--- config.mk ---
export PLATFORM = sky130hd
export DESIGN_NAME = sais_top
export DESIGN_NICKNAME = d
export VERILOG_FILES = /design/src/sais_pkg.sv /design/src/sais_sync.sv /design/src/sais_top.sv
export SDC_FILE = /design/constraint.sdc
export NUM_CORES = 1
export LEC_CHECK = 0
export BUFFER_PORTS_ARGS = -buffer_cell sky130_fd_sc_hd__buf_2
export CORE_MARGIN = 4
export CORE_UTILIZATION = 30
export DETAILED_ROUTE_END_ITERATION = 12
export PLACE_DENSITY = 0.56
export SLEW_MARGIN = 10
export SYNTH_ARGS = -nofsm -noshare
export SYNTH_HDL_FRONTEND = slang
export SYNTH_SLANG_ARGS = --single-unit
--- constraint.sdc ---
create_clock -name clk_i -period 5.8 [get_ports clk_i]
set_input_delay 0.29 -clock clk_i [delete_from_list [all_inputs] [get_ports clk_i]]
set_output_delay 0.29 -clock clk_i [all_outputs]
set_load 0.01 [all_outputs]
--- src/sais_pkg.sv ---
// Package: register map, field layout, reset values and strap tables for strap/image select
package sais_pkg;
	localparam logic [7:0] REG_SLAVE_ADDRESS_BASE = 8'h40;
	localparam logic [7:0] REG_ADDRESS_OPTION_CONTROL = 8'h42;
	localparam logic [7:0] REG_FILTER_ZERO_DEFAULTS_B = 8'h62;
	localparam logic [7:0] REG_FILTER_ZERO_DEFAULTS_A = 8'h64;
	localparam logic [7:0] REG_LOAD_STATUS = 8'h66;
	localparam int PMB_ADDR_LSB = 0;
	localparam int I2C_ADDR_LSB = 8;
	localparam int OFFSET_DISABLE_BIT = 6;
	localparam int FZ0_LSB = 12;
	localparam int FZ1_LSB = 0;
	localparam int FZ2_LSB = 4;
	localparam int FZ3_LSB = 8;
	localparam int FZ4_LSB = 12;
	localparam logic [15:0] SLAVE_ADDRESS_BASE_RST = 16'h1010;
	localparam logic [15:0] ADDRESS_OPTION_CONTROL_RST = 16'h0000;
	// Codes are capacitance minus 1 pF: 1,2,4,6,8 pF
	localparam logic [15:0] FILTER_ZERO_DEFAULTS_B_RST = 16'h7531;
	localparam logic [15:0] FILTER_ZERO_DEFAULTS_A_RST = 16'h0000;
	localparam int MAX_IMAGE_SLOT = 12;
	localparam int IMAGE_COUNT = 14;
	localparam int USER_IMAGE_COUNT = 13;
	localparam int SETTLE_CYCLES = 16;
	// Overcurrent class per current-limit strap class (index 0 = short)
	localparam logic [3:0] OCL_TABLE [16] = '{4'h1, 4'h7, 4'h2, 4'h0, 4'h1, 4'h2, 4'h3, 4'h4,
		4'h5, 4'h6, 4'h3, 4'h7, 4'h5, 4'h6, 4'h0, 4'h4};
	// Filter-zero code (0..4) per current-limit strap class
	localparam logic [2:0] FZ_TABLE [16] = '{3'h0, 3'h4, 3'h2, 3'h0, 3'h1, 3'h1, 3'h2, 3'h2,
		3'h3, 3'h4, 3'h1, 3'h3, 3'h2, 3'h3, 3'h1, 3'h3};
	typedef enum logic [3:0] {
		ST_SETTLE = 4'h1,
		ST_CAPTURE = 4'h2,
		ST_CHECK = 4'h4,
		ST_RUN = 4'h8
	} sais_state_t;
endpackage : sais_pkg

--- src/sais_sync.sv ---
// Two-flop synchroniser for a bus of pin levels
`timescale 1ns/1ps
`default_nettype none
module sais_sync #(
	parameter int WIDTH = 4
) (
	input wire logic clk_i,
	input wire logic nrst_i,
	input wire logic [WIDTH-1:0] d_i,
	output logic [WIDTH-1:0] q_o
);
	logic [WIDTH-1:0] meta;
	always_ff @(posedge clk_i or negedge nrst_i) begin
		if (!nrst_i) begin
			meta <= '0;
			q_o <= '0;
		end else begin
			meta <= d_i;
			q_o <= meta;
		end
	end
endmodule // sais_sync
`default_nettype wire

--- src/sais_top.sv ---
// Strap decode, address and configuration image selection at power-up
// Contract
// - Current-limit strap class picks overcurrent limit through fixed lookup at power-up.
// - Same strap picks default filter-zero code, independent of overcurrent limit.
// - Host field 0x64[14:12] sets capacitance 1..8 pF, overriding strap default.
// - Five filter-zero code defaults held in rewritable 3-bit register fields.
// - Address/image strap classes 0..15 give slave offset for both interfaces.
// - Store holds 14 images, one factory, at most 13 user images.
// - Multi-image store loads slot equal to offset 0..12; 13..15 unsupported.
// - Usable offset range 0..12 multi-image, 0..15 single-image.
// - Single-image store loads most recent image regardless of strap offset.
// - Offset-disable bit set makes base fields the effective addresses.
// - Offset-disable clear: effective address is base plus strap offset.
// - I2C base in upper byte bits 14:8, PMBus base in bits 6:0.
// - PMBus base address zero disables the PMBus interface.
// - CRC checked every power-up; failure blocks regulation start.
`timescale 1ns/1ps
`default_nettype none
module sais_top
	import sais_pkg::*;
(
	input wire logic clk_i,
	input wire logic nrst_i,
	input wire logic [3:0] current_limit_strap_i,
	input wire logic [3:0] address_image_strap_i,
	input wire logic multi_image_i,
	input wire logic [3:0] last_image_i,
	input wire logic crc_ok_i,
	input wire logic reg_wr_i,
	input wire logic [7:0] reg_addr_i,
	input wire logic [15:0] reg_wdata_i,
	output logic [15:0] reg_rdata_o,
	output logic [3:0] overcurrent_limit_o,
	output logic [2:0] loop_filter_zero_o,
	output logic [6:0] i2c_addr_o,
	output logic [6:0] pmbus_addr_o,
	output logic pmbus_en_o,
	output logic [3:0] image_slot_o,
	output logic image_valid_o,
	output logic load_done_o,
	output logic regulate_en_o
);
	logic [3:0] current_limit_strap_s;
	logic [3:0] addr_s;
	logic [1:0] flags_s;
	logic [3:0] last_s;
	sais_state_t state;
	logic [4:0] settle_cnt;
	logic [3:0] current_limit_strap_cls;
	logic [3:0] addr_off;
	logic [15:0] slave_address_base;
	logic [15:0] address_option_control;
	logic [15:0] filter_zero_defaults_b;
	logic [15:0] filter_zero_defaults_a;
	logic fz_override;
	logic [2:0] fz_code;
	logic [2:0] next_fz;
	logic [6:0] next_i2c;
	logic [6:0] next_pmb;
	logic off_dis;

	sais_sync #(.WIDTH(4)) u_sync_current_limit_strap (
		.clk_i(clk_i), .nrst_i(nrst_i), .d_i(current_limit_strap_i), .q_o(current_limit_strap_s)
	);
	sais_sync #(.WIDTH(4)) u_sync_addr (
		.clk_i(clk_i), .nrst_i(nrst_i), .d_i(address_image_strap_i), .q_o(addr_s)
	);
	sais_sync #(.WIDTH(2)) u_sync_flags (
		.clk_i(clk_i), .nrst_i(nrst_i), .d_i({multi_image_i, crc_ok_i}), .q_o(flags_s)
	);
	// Store pointer comes from outside this clock, so it is synchronised too
	sais_sync #(.WIDTH(4)) u_sync_last (
		.clk_i(clk_i), .nrst_i(nrst_i), .d_i(last_image_i), .q_o(last_s)
	);

	// Power-up sequencer: let straps settle, capture once, check, run
	always_ff @(posedge clk_i or negedge nrst_i) begin
		if (!nrst_i) begin
			state <= ST_SETTLE;
			settle_cnt <= '0;
		end else begin
			case (state)
				ST_SETTLE: begin
					if (settle_cnt == 5'(SETTLE_CYCLES - 1)) begin
						state <= ST_CAPTURE;
					end else begin
						settle_cnt <= settle_cnt + 5'h01;
					end
				end
				ST_CAPTURE: state <= ST_CHECK;
				ST_CHECK: state <= ST_RUN;
				ST_RUN: state <= ST_RUN;
				default: state <= ST_SETTLE;
			endcase
		end
	end

	always_ff @(posedge clk_i or negedge nrst_i) begin
		if (!nrst_i) begin
			current_limit_strap_cls <= 4'h0;
			addr_off <= 4'h0;
			overcurrent_limit_o <= 4'h0;
			fz_code <= 3'h0;
		end else if (state == ST_CAPTURE) begin
			current_limit_strap_cls <= current_limit_strap_s;
			addr_off <= addr_s;
			overcurrent_limit_o <= OCL_TABLE[current_limit_strap_s];
			fz_code <= FZ_TABLE[current_limit_strap_s];
		end
	end

	always_ff @(posedge clk_i or negedge nrst_i) begin
		if (!nrst_i) begin
			image_slot_o <= 4'h0;
			image_valid_o <= 1'b0;
		end else if (state == ST_CHECK) begin
			if (flags_s[1]) begin
				image_slot_o <= addr_off;
				image_valid_o <= (addr_off <= 4'(MAX_IMAGE_SLOT));
			end else begin
				image_slot_o <= last_s;
				image_valid_o <= (last_s < 4'(IMAGE_COUNT));
			end
		end
	end

	always_ff @(posedge clk_i or negedge nrst_i) begin
		if (!nrst_i) begin
			load_done_o <= 1'b0;
			regulate_en_o <= 1'b0;
		end else if (state == ST_CHECK) begin
			load_done_o <= 1'b1;
			regulate_en_o <= flags_s[0];
		end
	end

	// Host register file; straps are never re-read here
	always_ff @(posedge clk_i or negedge nrst_i) begin
		if (!nrst_i) begin
			slave_address_base <= SLAVE_ADDRESS_BASE_RST;
			address_option_control <= ADDRESS_OPTION_CONTROL_RST;
			filter_zero_defaults_b <= FILTER_ZERO_DEFAULTS_B_RST;
			filter_zero_defaults_a <= FILTER_ZERO_DEFAULTS_A_RST;
			fz_override <= 1'b0;
		end else if (reg_wr_i) begin
			case (reg_addr_i)
				REG_SLAVE_ADDRESS_BASE: slave_address_base <= reg_wdata_i & 16'h7f7f;
				REG_ADDRESS_OPTION_CONTROL: address_option_control <= reg_wdata_i;
				REG_FILTER_ZERO_DEFAULTS_B: filter_zero_defaults_b <= reg_wdata_i & 16'h7777;
				REG_FILTER_ZERO_DEFAULTS_A: begin
					filter_zero_defaults_a <= reg_wdata_i;
					fz_override <= 1'b1;
				end
				default: fz_override <= fz_override;
			endcase
		end
	end

	always_comb begin
		if (fz_override) begin
			next_fz = filter_zero_defaults_a[FZ0_LSB +: 3];
		end else begin
			case (fz_code)
				3'h0: next_fz = filter_zero_defaults_a[FZ0_LSB +: 3];
				3'h1: next_fz = filter_zero_defaults_b[FZ1_LSB +: 3];
				3'h2: next_fz = filter_zero_defaults_b[FZ2_LSB +: 3];
				3'h3: next_fz = filter_zero_defaults_b[FZ3_LSB +: 3];
				3'h4: next_fz = filter_zero_defaults_b[FZ4_LSB +: 3];
				default: next_fz = filter_zero_defaults_a[FZ0_LSB +: 3];
			endcase
		end
	end

	assign off_dis = address_option_control[OFFSET_DISABLE_BIT];

	always_comb begin
		if (off_dis) begin
			next_i2c = slave_address_base[I2C_ADDR_LSB +: 7];
			next_pmb = slave_address_base[PMB_ADDR_LSB +: 7];
		end else begin
			next_i2c = slave_address_base[I2C_ADDR_LSB +: 7] + {3'h0, addr_off};
			next_pmb = slave_address_base[PMB_ADDR_LSB +: 7] + {3'h0, addr_off};
		end
	end

	always_ff @(posedge clk_i or negedge nrst_i) begin
		if (!nrst_i) begin
			loop_filter_zero_o <= 3'h0;
			i2c_addr_o <= 7'h00;
			pmbus_addr_o <= 7'h00;
			pmbus_en_o <= 1'b0;
		end else if (load_done_o) begin
			loop_filter_zero_o <= next_fz;
			i2c_addr_o <= next_i2c;
			pmbus_addr_o <= next_pmb;
			pmbus_en_o <= (slave_address_base[PMB_ADDR_LSB +: 7] != 7'h00);
		end
	end

	always_ff @(posedge clk_i or negedge nrst_i) begin
		if (!nrst_i) begin
			reg_rdata_o <= 16'h0000;
		end else begin
			case (reg_addr_i)
				REG_SLAVE_ADDRESS_BASE: reg_rdata_o <= slave_address_base;
				REG_ADDRESS_OPTION_CONTROL: reg_rdata_o <= address_option_control;
				REG_FILTER_ZERO_DEFAULTS_B: reg_rdata_o <= filter_zero_defaults_b;
				REG_FILTER_ZERO_DEFAULTS_A: reg_rdata_o <= filter_zero_defaults_a;
				REG_LOAD_STATUS: reg_rdata_o <= {current_limit_strap_cls, addr_off, image_slot_o,
					image_valid_o, regulate_en_o, load_done_o, fz_override};
				default: reg_rdata_o <= 16'h0000;
			endcase
		end
	end
endmodule // sais_top
`default_nettype wire

Yosys cells after proc, flatten, opt, wreduce, memory -nomap -nowiden
Memory sizes are Yosys's and may differ from the RTL's. A register that Yosys moved wholly into a read port is not among the register bits.
Cells that the tools add are included.
{ "classes": {"add_sub_neg": 3, "n_mul": 0, "div_mod_pow": 0, "n_lt_le_gt_ge": 2, "eq_ne": 15, "shift": 0, "muxes": 9, "n_bitwise": 2, "reduce_logical": 9} }
{ "op_table": {"columns": ["cell", "count"], "rows": [
  ["$pmux W16 S5", 1],
  ["$eq A8 B7 Y1 const B", 5],
  ["$add A7 B4 Y7", 2],
  ["$mux W7", 2],
  ["$pmux W3 S4", 1],
  ["$pmux W4 S3", 1],
  ["$reduce_and A2 Y1", 5],
  ["$mux W4", 2],
  ["$reduce_bool A7 Y1", 1],
  ["$eq A3 B2 Y1 const B", 2],
  ["$add A5 B1 Y5 const B", 1],
  ["$eq A5 B4 Y1 const B", 1],
  ["$not A4 Y5", 1],
  ["$eq A4 B1 Y1 const B", 1],
  ["$eq A4 B2 Y1 const B", 1],
  ["$eq A4 B3 Y1 const B", 1],
  ["$eq A4 B4 Y1 const B", 1],
  ["$le A4 B4 Y1 const B", 1],
  ["$lt A4 B4 Y1 const B", 1],
  ["$eq A3 B1 Y1 const B", 1],
  ["$eq A3 B3 Y1 const B", 1],
  ["$mux W3", 1],
  ["$logic_not A1 Y1", 2],
  ["$ne A2 B2 Y1 const B", 1],
  ["3 further kinds", 3]
]} }
{ "word_totals": {"reg_bits": 145, "latch_bits": 0, "ramBits": 0, "rom_bits": 112, "in_bits": 41, "out_inout_bits": 45, "wordCells": 68, "mem_count": 2} }
{ "mem_list": {"columns": ["memory", "depth", "width", "rd", "rd_ports_with_merged_regs", "write_ports", "line_no", "text"], "rows": [
  ["(no name shown)", 16, 4, 1, 1, 0, "sais_top.sv:107", "overcurrent_limit_o <= OCL_TABLE[current_limit_strap_s];"],
  ["(no name shown)", 16, 3, 1, 1, 0, "sais_top.sv:108", "fz_code <= FZ_TABLE[current_limit_strap_s];"]
]} }

Logic depth before layout (Yosys ltp)
{ "logic_depth": {"depth_word": 3, "ltp_mapped": 7, "depth_no_buf": 7} }

Modules after synthesis
A second synthesis with hierarchy kept.
{ "unflattened": {"cells_unflattened": 560, "area_unflattened_um2": 6752.7} }
{ "by_module_without_submodules": {"columns": ["mod", "n_inst", "cells_per_inst", "area_each_um2", "seq_area_each_um2"], "rows": [
  ["sais_top", 1, 532, 6052.1, 3091.7],
  ["sais_sync at u_sync_addr ...", 3, 8, 200.2, 200.2],
  ["sais_sync at u_sync_flags", 1, 4, 100.1, 100.1]
]} }

Worst setup path before layout
Ideal clock, no wire load.
{ "synth_path": {"path_type": "flip-flop to flip-flop", "startpoint": "register addr_off[0]", "endpoint": "register pmbus_addr_o[6]", "setup_ps": 137, "arrival_time_ps": 1820, "required_ps": 5663, "slack_ps": 3843, "path_stages_with_launch": 8, "path_buffers": 0, "synth_period_minus_slack_ps": 1957, "path_cell_list": "dfrtp_1 > ha_1 > inv_1 > fa_1 > nand2b_1 > a2111oi_0 > xnor2_1 > a21oi_1"} }
{ "synth_via": {"elab_chain_cells": 2} }
{ "synth_rtl": {"columns": ["item", "line_no", "text"], "rows": [
  ["start: declaration", "sais_top.sv:50", "logic [3:0] addr_off;"],
  ["start signal: assignment", "sais_top.sv:106", "addr_off <= addr_s;"],
  ["$add A7 B4 Y7", "sais_top.sv:182", "next_pmb = slave_address_base[PMB_ADDR_LSB +: 7] + {3'h0, addr_off};"],
  ["$mux W7", "sais_top.sv:177", "if (off_dis) begin"],
  ["end signal: assignment", "sais_top.sv:195", "pmbus_addr_o <= next_pmb;"],
  ["end: declaration", "sais_top.sv:36", "output logic [6:0] pmbus_addr_o,"]
]} }
No other way between the ends.
A chain may end at the register's enable or synchronous reset.

Worst setup path in the final report
Same ends and word-level chain as after synthesis.

==> results by stage <==
Timing:
- Adding up every negative setup slack in the final design gives 0 ns.
- The tightest slew margin relative to the limit is 27.5%.
- The routed design could run at a clock period as short as roughly 2.4 ns.
- Once routing completed, OpenROAD measured the worst setup slack at 3.37 ns.
- The worst clock skew is approximately 0.011 ns.
- Timing would allow up to 411 MHz.
- The slew at the pin with the worst max-slew slack is 1.08 ns.
- The final setup violation count is 0.
- The post-route worst hold slack is -0.0663 ns.
- The max-slew violation total from the final report is 0.
- After layout, the worst path uses 42.0% of the clock period.
- Setup repair after global routing left no endpoint under its margin.
- The hold violation count in the final report is 14.

GRT:
- The aggregate global-route resource usage is approximately 14%.
- The wire length of the first global-routing pass is 26.4 mm.
- The number of global-route vias before repair is between 4k and 5k.
- Entering global routing, the biggest net connects 107 pins.
- The number of antenna violations at the first check in global routing is 0.
- The total overflow reported by the global router is 0.

Setup path:
- The largest driver fanout on the critical path is 6.
- The endpoint of the worst-slack reg-to-reg timing path is pmbus_addr_o[6].
- The worst setup path category is flip-flop to flip-flop.
- Tracing the worst setup path back leads to its startpoint at addr_off[0].
- Data on the critical path arrives at its endpoint at roughly 2.7 ns.
- STA classifies the critical path endpoint as a flip-flop.
- The startpoint identified for the worst register-to-register timing path is addr_off[0].
- For the worst flop-to-flop path, the logic depth is 7.
- In this run the register-to-register setup slack is ~3.4 ns.
- The worst endpoint required time is 6.08 ns.
- STA classifies the critical path startpoint as a flip-flop.

Synth:
- Counting distinct cell types in the post-synthesis netlist gives 57.
- The post-synthesis async set-or-reset flop share is 100%.
- Sequential elements use 56.0% of the synthesized area.
- The most frequently used cell type in the post-synthesis netlist is sky130_fd_sc_hd__dfrtp_1.
- In this run, synthesis inferred 0 flip-flops with an integrated enable.
- The synthesized net count is about 600.
- The leading register cell type out of synthesis is sky130_fd_sc_hd__dfrtp_1.
- In the synthesized netlist, the cells that appear most often are sky130_fd_sc_hd__dfrtp_1 (140), sky130_fd_sc_hd__mux2i_1 (40), sky130_fd_sc_hd__mux2_2 (39), sky130_fd_sc_hd__nor2_1 (39), sky130_fd_sc_hd__nand2_1 (35).
- After synthesis, the largest area contributor takes up 51.8% of total cell area.
- Synthesis produced 546 cells.
- The mean cell area of the mapped netlist is 12.4 sq um.
- Sorting the synthesized cells by area gives the leading types as sky130_fd_sc_hd__dfrtp_1 (52%), sky130_fd_sc_hd__mux2_2 (6.5%), sky130_fd_sc_hd__mux2i_1 (5.9%).
- The post-synthesis sequential element count is 151.
- The Yosys step of the flow raised 0 warnings.
- The most area-hungry cell type in the Yosys netlist is sky130_fd_sc_hd__dfrtp_1.
- The post-synth design cell area is about 6800 sq um.

CTS:
- The clock tree synthesis step divided the H-tree into 4 levels.
- Counting every sink on the clock net gives 151.
- The number of buffers created by CTS is 17.
- The clock reaches the later pin of the worst-skew pair after about 0.42 ns.
- The number of buffers on the longest clock path is 2.
- After clock tree synthesis, the repair step resized 0 gates.
- The cell sitting at the root of the clock tree is a sky130_fd_sc_hd__clkbuf_16.
- After clock tree synthesis, the clock-pin slew on the worst setup and hold paths is 0.06 ns.
- TritonCTS built the clock tree.

Die:
- The row count is 54.
- The die covers between 20000 and 30000 sq um.
- The die outline height is approximately 160 um.
- The core region is 22000 sq um.
- The I/O pin count is 86.
- The initial utilization of the core area, before any placement, comes to 30.7%.
- The die is 158 um wide.

Layout:
- Leaving out filler cells and counting taps, the final layout contains 930.
- Summing all flip-flop and latch instances after layout gives roughly 3800 sq um.
- The footprint of the multi-input gates is 2790 sq um.
- The fraction of final layout cells with drive strength greater than 1 is a little under a third.
- The finished cells cover 8190 sq um.
- The utilization after layout is roughly 37%.
- The area growth from synthesis to layout is 21.0%.
- The number of diodes added for antenna fixing is 0.
- At the end of the flow, the number of nets in the layout was 694.
- After filler insertion, the fill cell instance count of the layout stands at approximately 2.1k.

Detailed routing:
- The final route contains 4591 vias.
- In the routed layout, each cell is associated on average with a via count of 4.94.
- Summed over all layers, the routed wires come to 16.7 mm.
- The average wire per cell in the routed design is between 15 and 20 um.
- After detailed routing, the number of remaining DRC violations is 0.
- The remaining number of nets flagged by the antenna check after routing is 0.
- The length of the first detailed-routing pass in iterations is 4.
- In this run, the number of DRC markers left after iteration 0 of detailed routing was 253.

Outcome:
- The run finished, with violations left.
- The final reports fail on hold timing.

Power and ir drop:
- The power density over the cells is slightly above 300 nW/um^2.
- The design draws 2.49 mW.
- VDD sags by at most 193 uV.
- In this run the static leakage power is between 3 and 4 nW.

Place:
- The pre-CTS setup slack is between 3 and 4 ns.
- After detailed placement, the total cell area comes to 7440 sq um.
- The post-DP HPWL is 11.7 mm.
- The number of cells in the design after placement is 884.
- The final RePlAce weighted congestion is 0.781.
- The number of buffers inserted by port buffering is 84.

Job:
- Across the run, the number of max-cap violations was 0.

Hold path:
- The class of the tightest hold or removal check is input pin to asynchronous set/reset pin.
-- cells in the final DEF (no fill, tap or decap), drive strengths merged, types with 6 or more instances in the layout --
cell,n
inv,18
o22ai,14
ha,14
dfstp,11
dlygate4sd3,14
nand3,6
buf,87
a211oi,7
nand3b,8
nand2,35
clkbuf,21
xnor2,6
mux2,60
mux2i,40
o21ai,12
nor2,40
a21oi,30
dfrtp,140
a22o,13
-- sequential cells by signal, summed over array words and instances, names as in the netlist, 5 cells and up --
signal and cells:
address_option_control 16, settle_cnt 5, filter_zero_defaults_a 16, reg_rdata_o 16, pmbus_addr_o 7, slave_address_base 14
i2c_addr_o 7, filter_zero_defaults_b 12
-- worst max-delay path: stages, from the launching register on --
cell                        delay, ns
sky130_fd_sc_hd__dfrtp_1         0.54
sky130_fd_sc_hd__ha_1            0.24
sky130_fd_sc_hd__inv_1           0.06
sky130_fd_sc_hd__fa_1            0.40
sky130_fd_sc_hd__nand2b_1        0.18
sky130_fd_sc_hd__a2111oi_0       0.58
sky130_fd_sc_hd__xnor2_1         0.19
sky130_fd_sc_hd__a21oi_1         0.09
-- report_power, final --
group	switching, mW	internal [mW]	total [mW]
logic	0.106	0.0936	0.199
registers	0.0489	1.11	1.16
clock network	0.433	0.700	1.13
-- layer usage --
| layer | vias to the layer above | share of wire, % | routed length (um) | GRT usage [%] |
|---|---|---|---|---|
| met4 | 0 | 2.5 | 414 | 5.00 |
| met5 | - | 0 | 0 | 0 |
| met3 | 28 | 4.7 | 791 | 3.55 |
| met2 | 121 | 45 | 7550 | 20.6 |
| met1 | 2317 | 48 | 7950 | 19.5 |
| li1 | 2125 | - | - | - |
-- final cells by class --
| class | count | share of cell area, % |
|---|---|---|
| inverters | 16 | 0.733 |
| repair buffers | 101 | 7.20 |
| flip-flops and latches | 151 | 46.3 |
| clock inverters | 11 | 1.77 |
| well taps | 280 | 4.28 |
| multi-input cells | 350 | 34.1 |
| clock buffers | 21 | 5.62 |
-- cell families (layout without fill, tap and decap cells) --
| group | Yosys count | in the layout | synth area share, % |
|---|---|---|---|
| flops | 151 | 151 | 56.0 |
| simple gates | 128 | 128 | 10.4 |
| mux | 100 | 100 | 17.0 |
| compound gates | 94 | 94 | 9.10 |
| buf+inv | 45 | 149 | 2.87 |
| fa+ha+maj | 16 | 16 | 3.18 |
| xor+xnor | 11 | 11 | 1.42 |
| other cells | 1 | 1 | 0.0554 |
-- worst max path at each step --
stage / to / slack [ns] / cells after the start
final: pmbus_addr_o[6] / 3.37 / 7
after global routing: overcurrent_limit_o[0] / 3.32 / 5
after CTS: pmbus_addr_o[6] / 3.45 / 7
after detailed placement: address_option_control[13] / 3.46 / 5
after global placement: address_option_control[9] / 3.51 / 5
after floorplan: pmbus_addr_o[6] / 3.84 / 7
-- repair_timing --
item,CTS,global route
hold buffers,14,0
buffers inserted,0,0
endpoints found under the hold margin,14,0
Power figures use the tool's default switching activity.
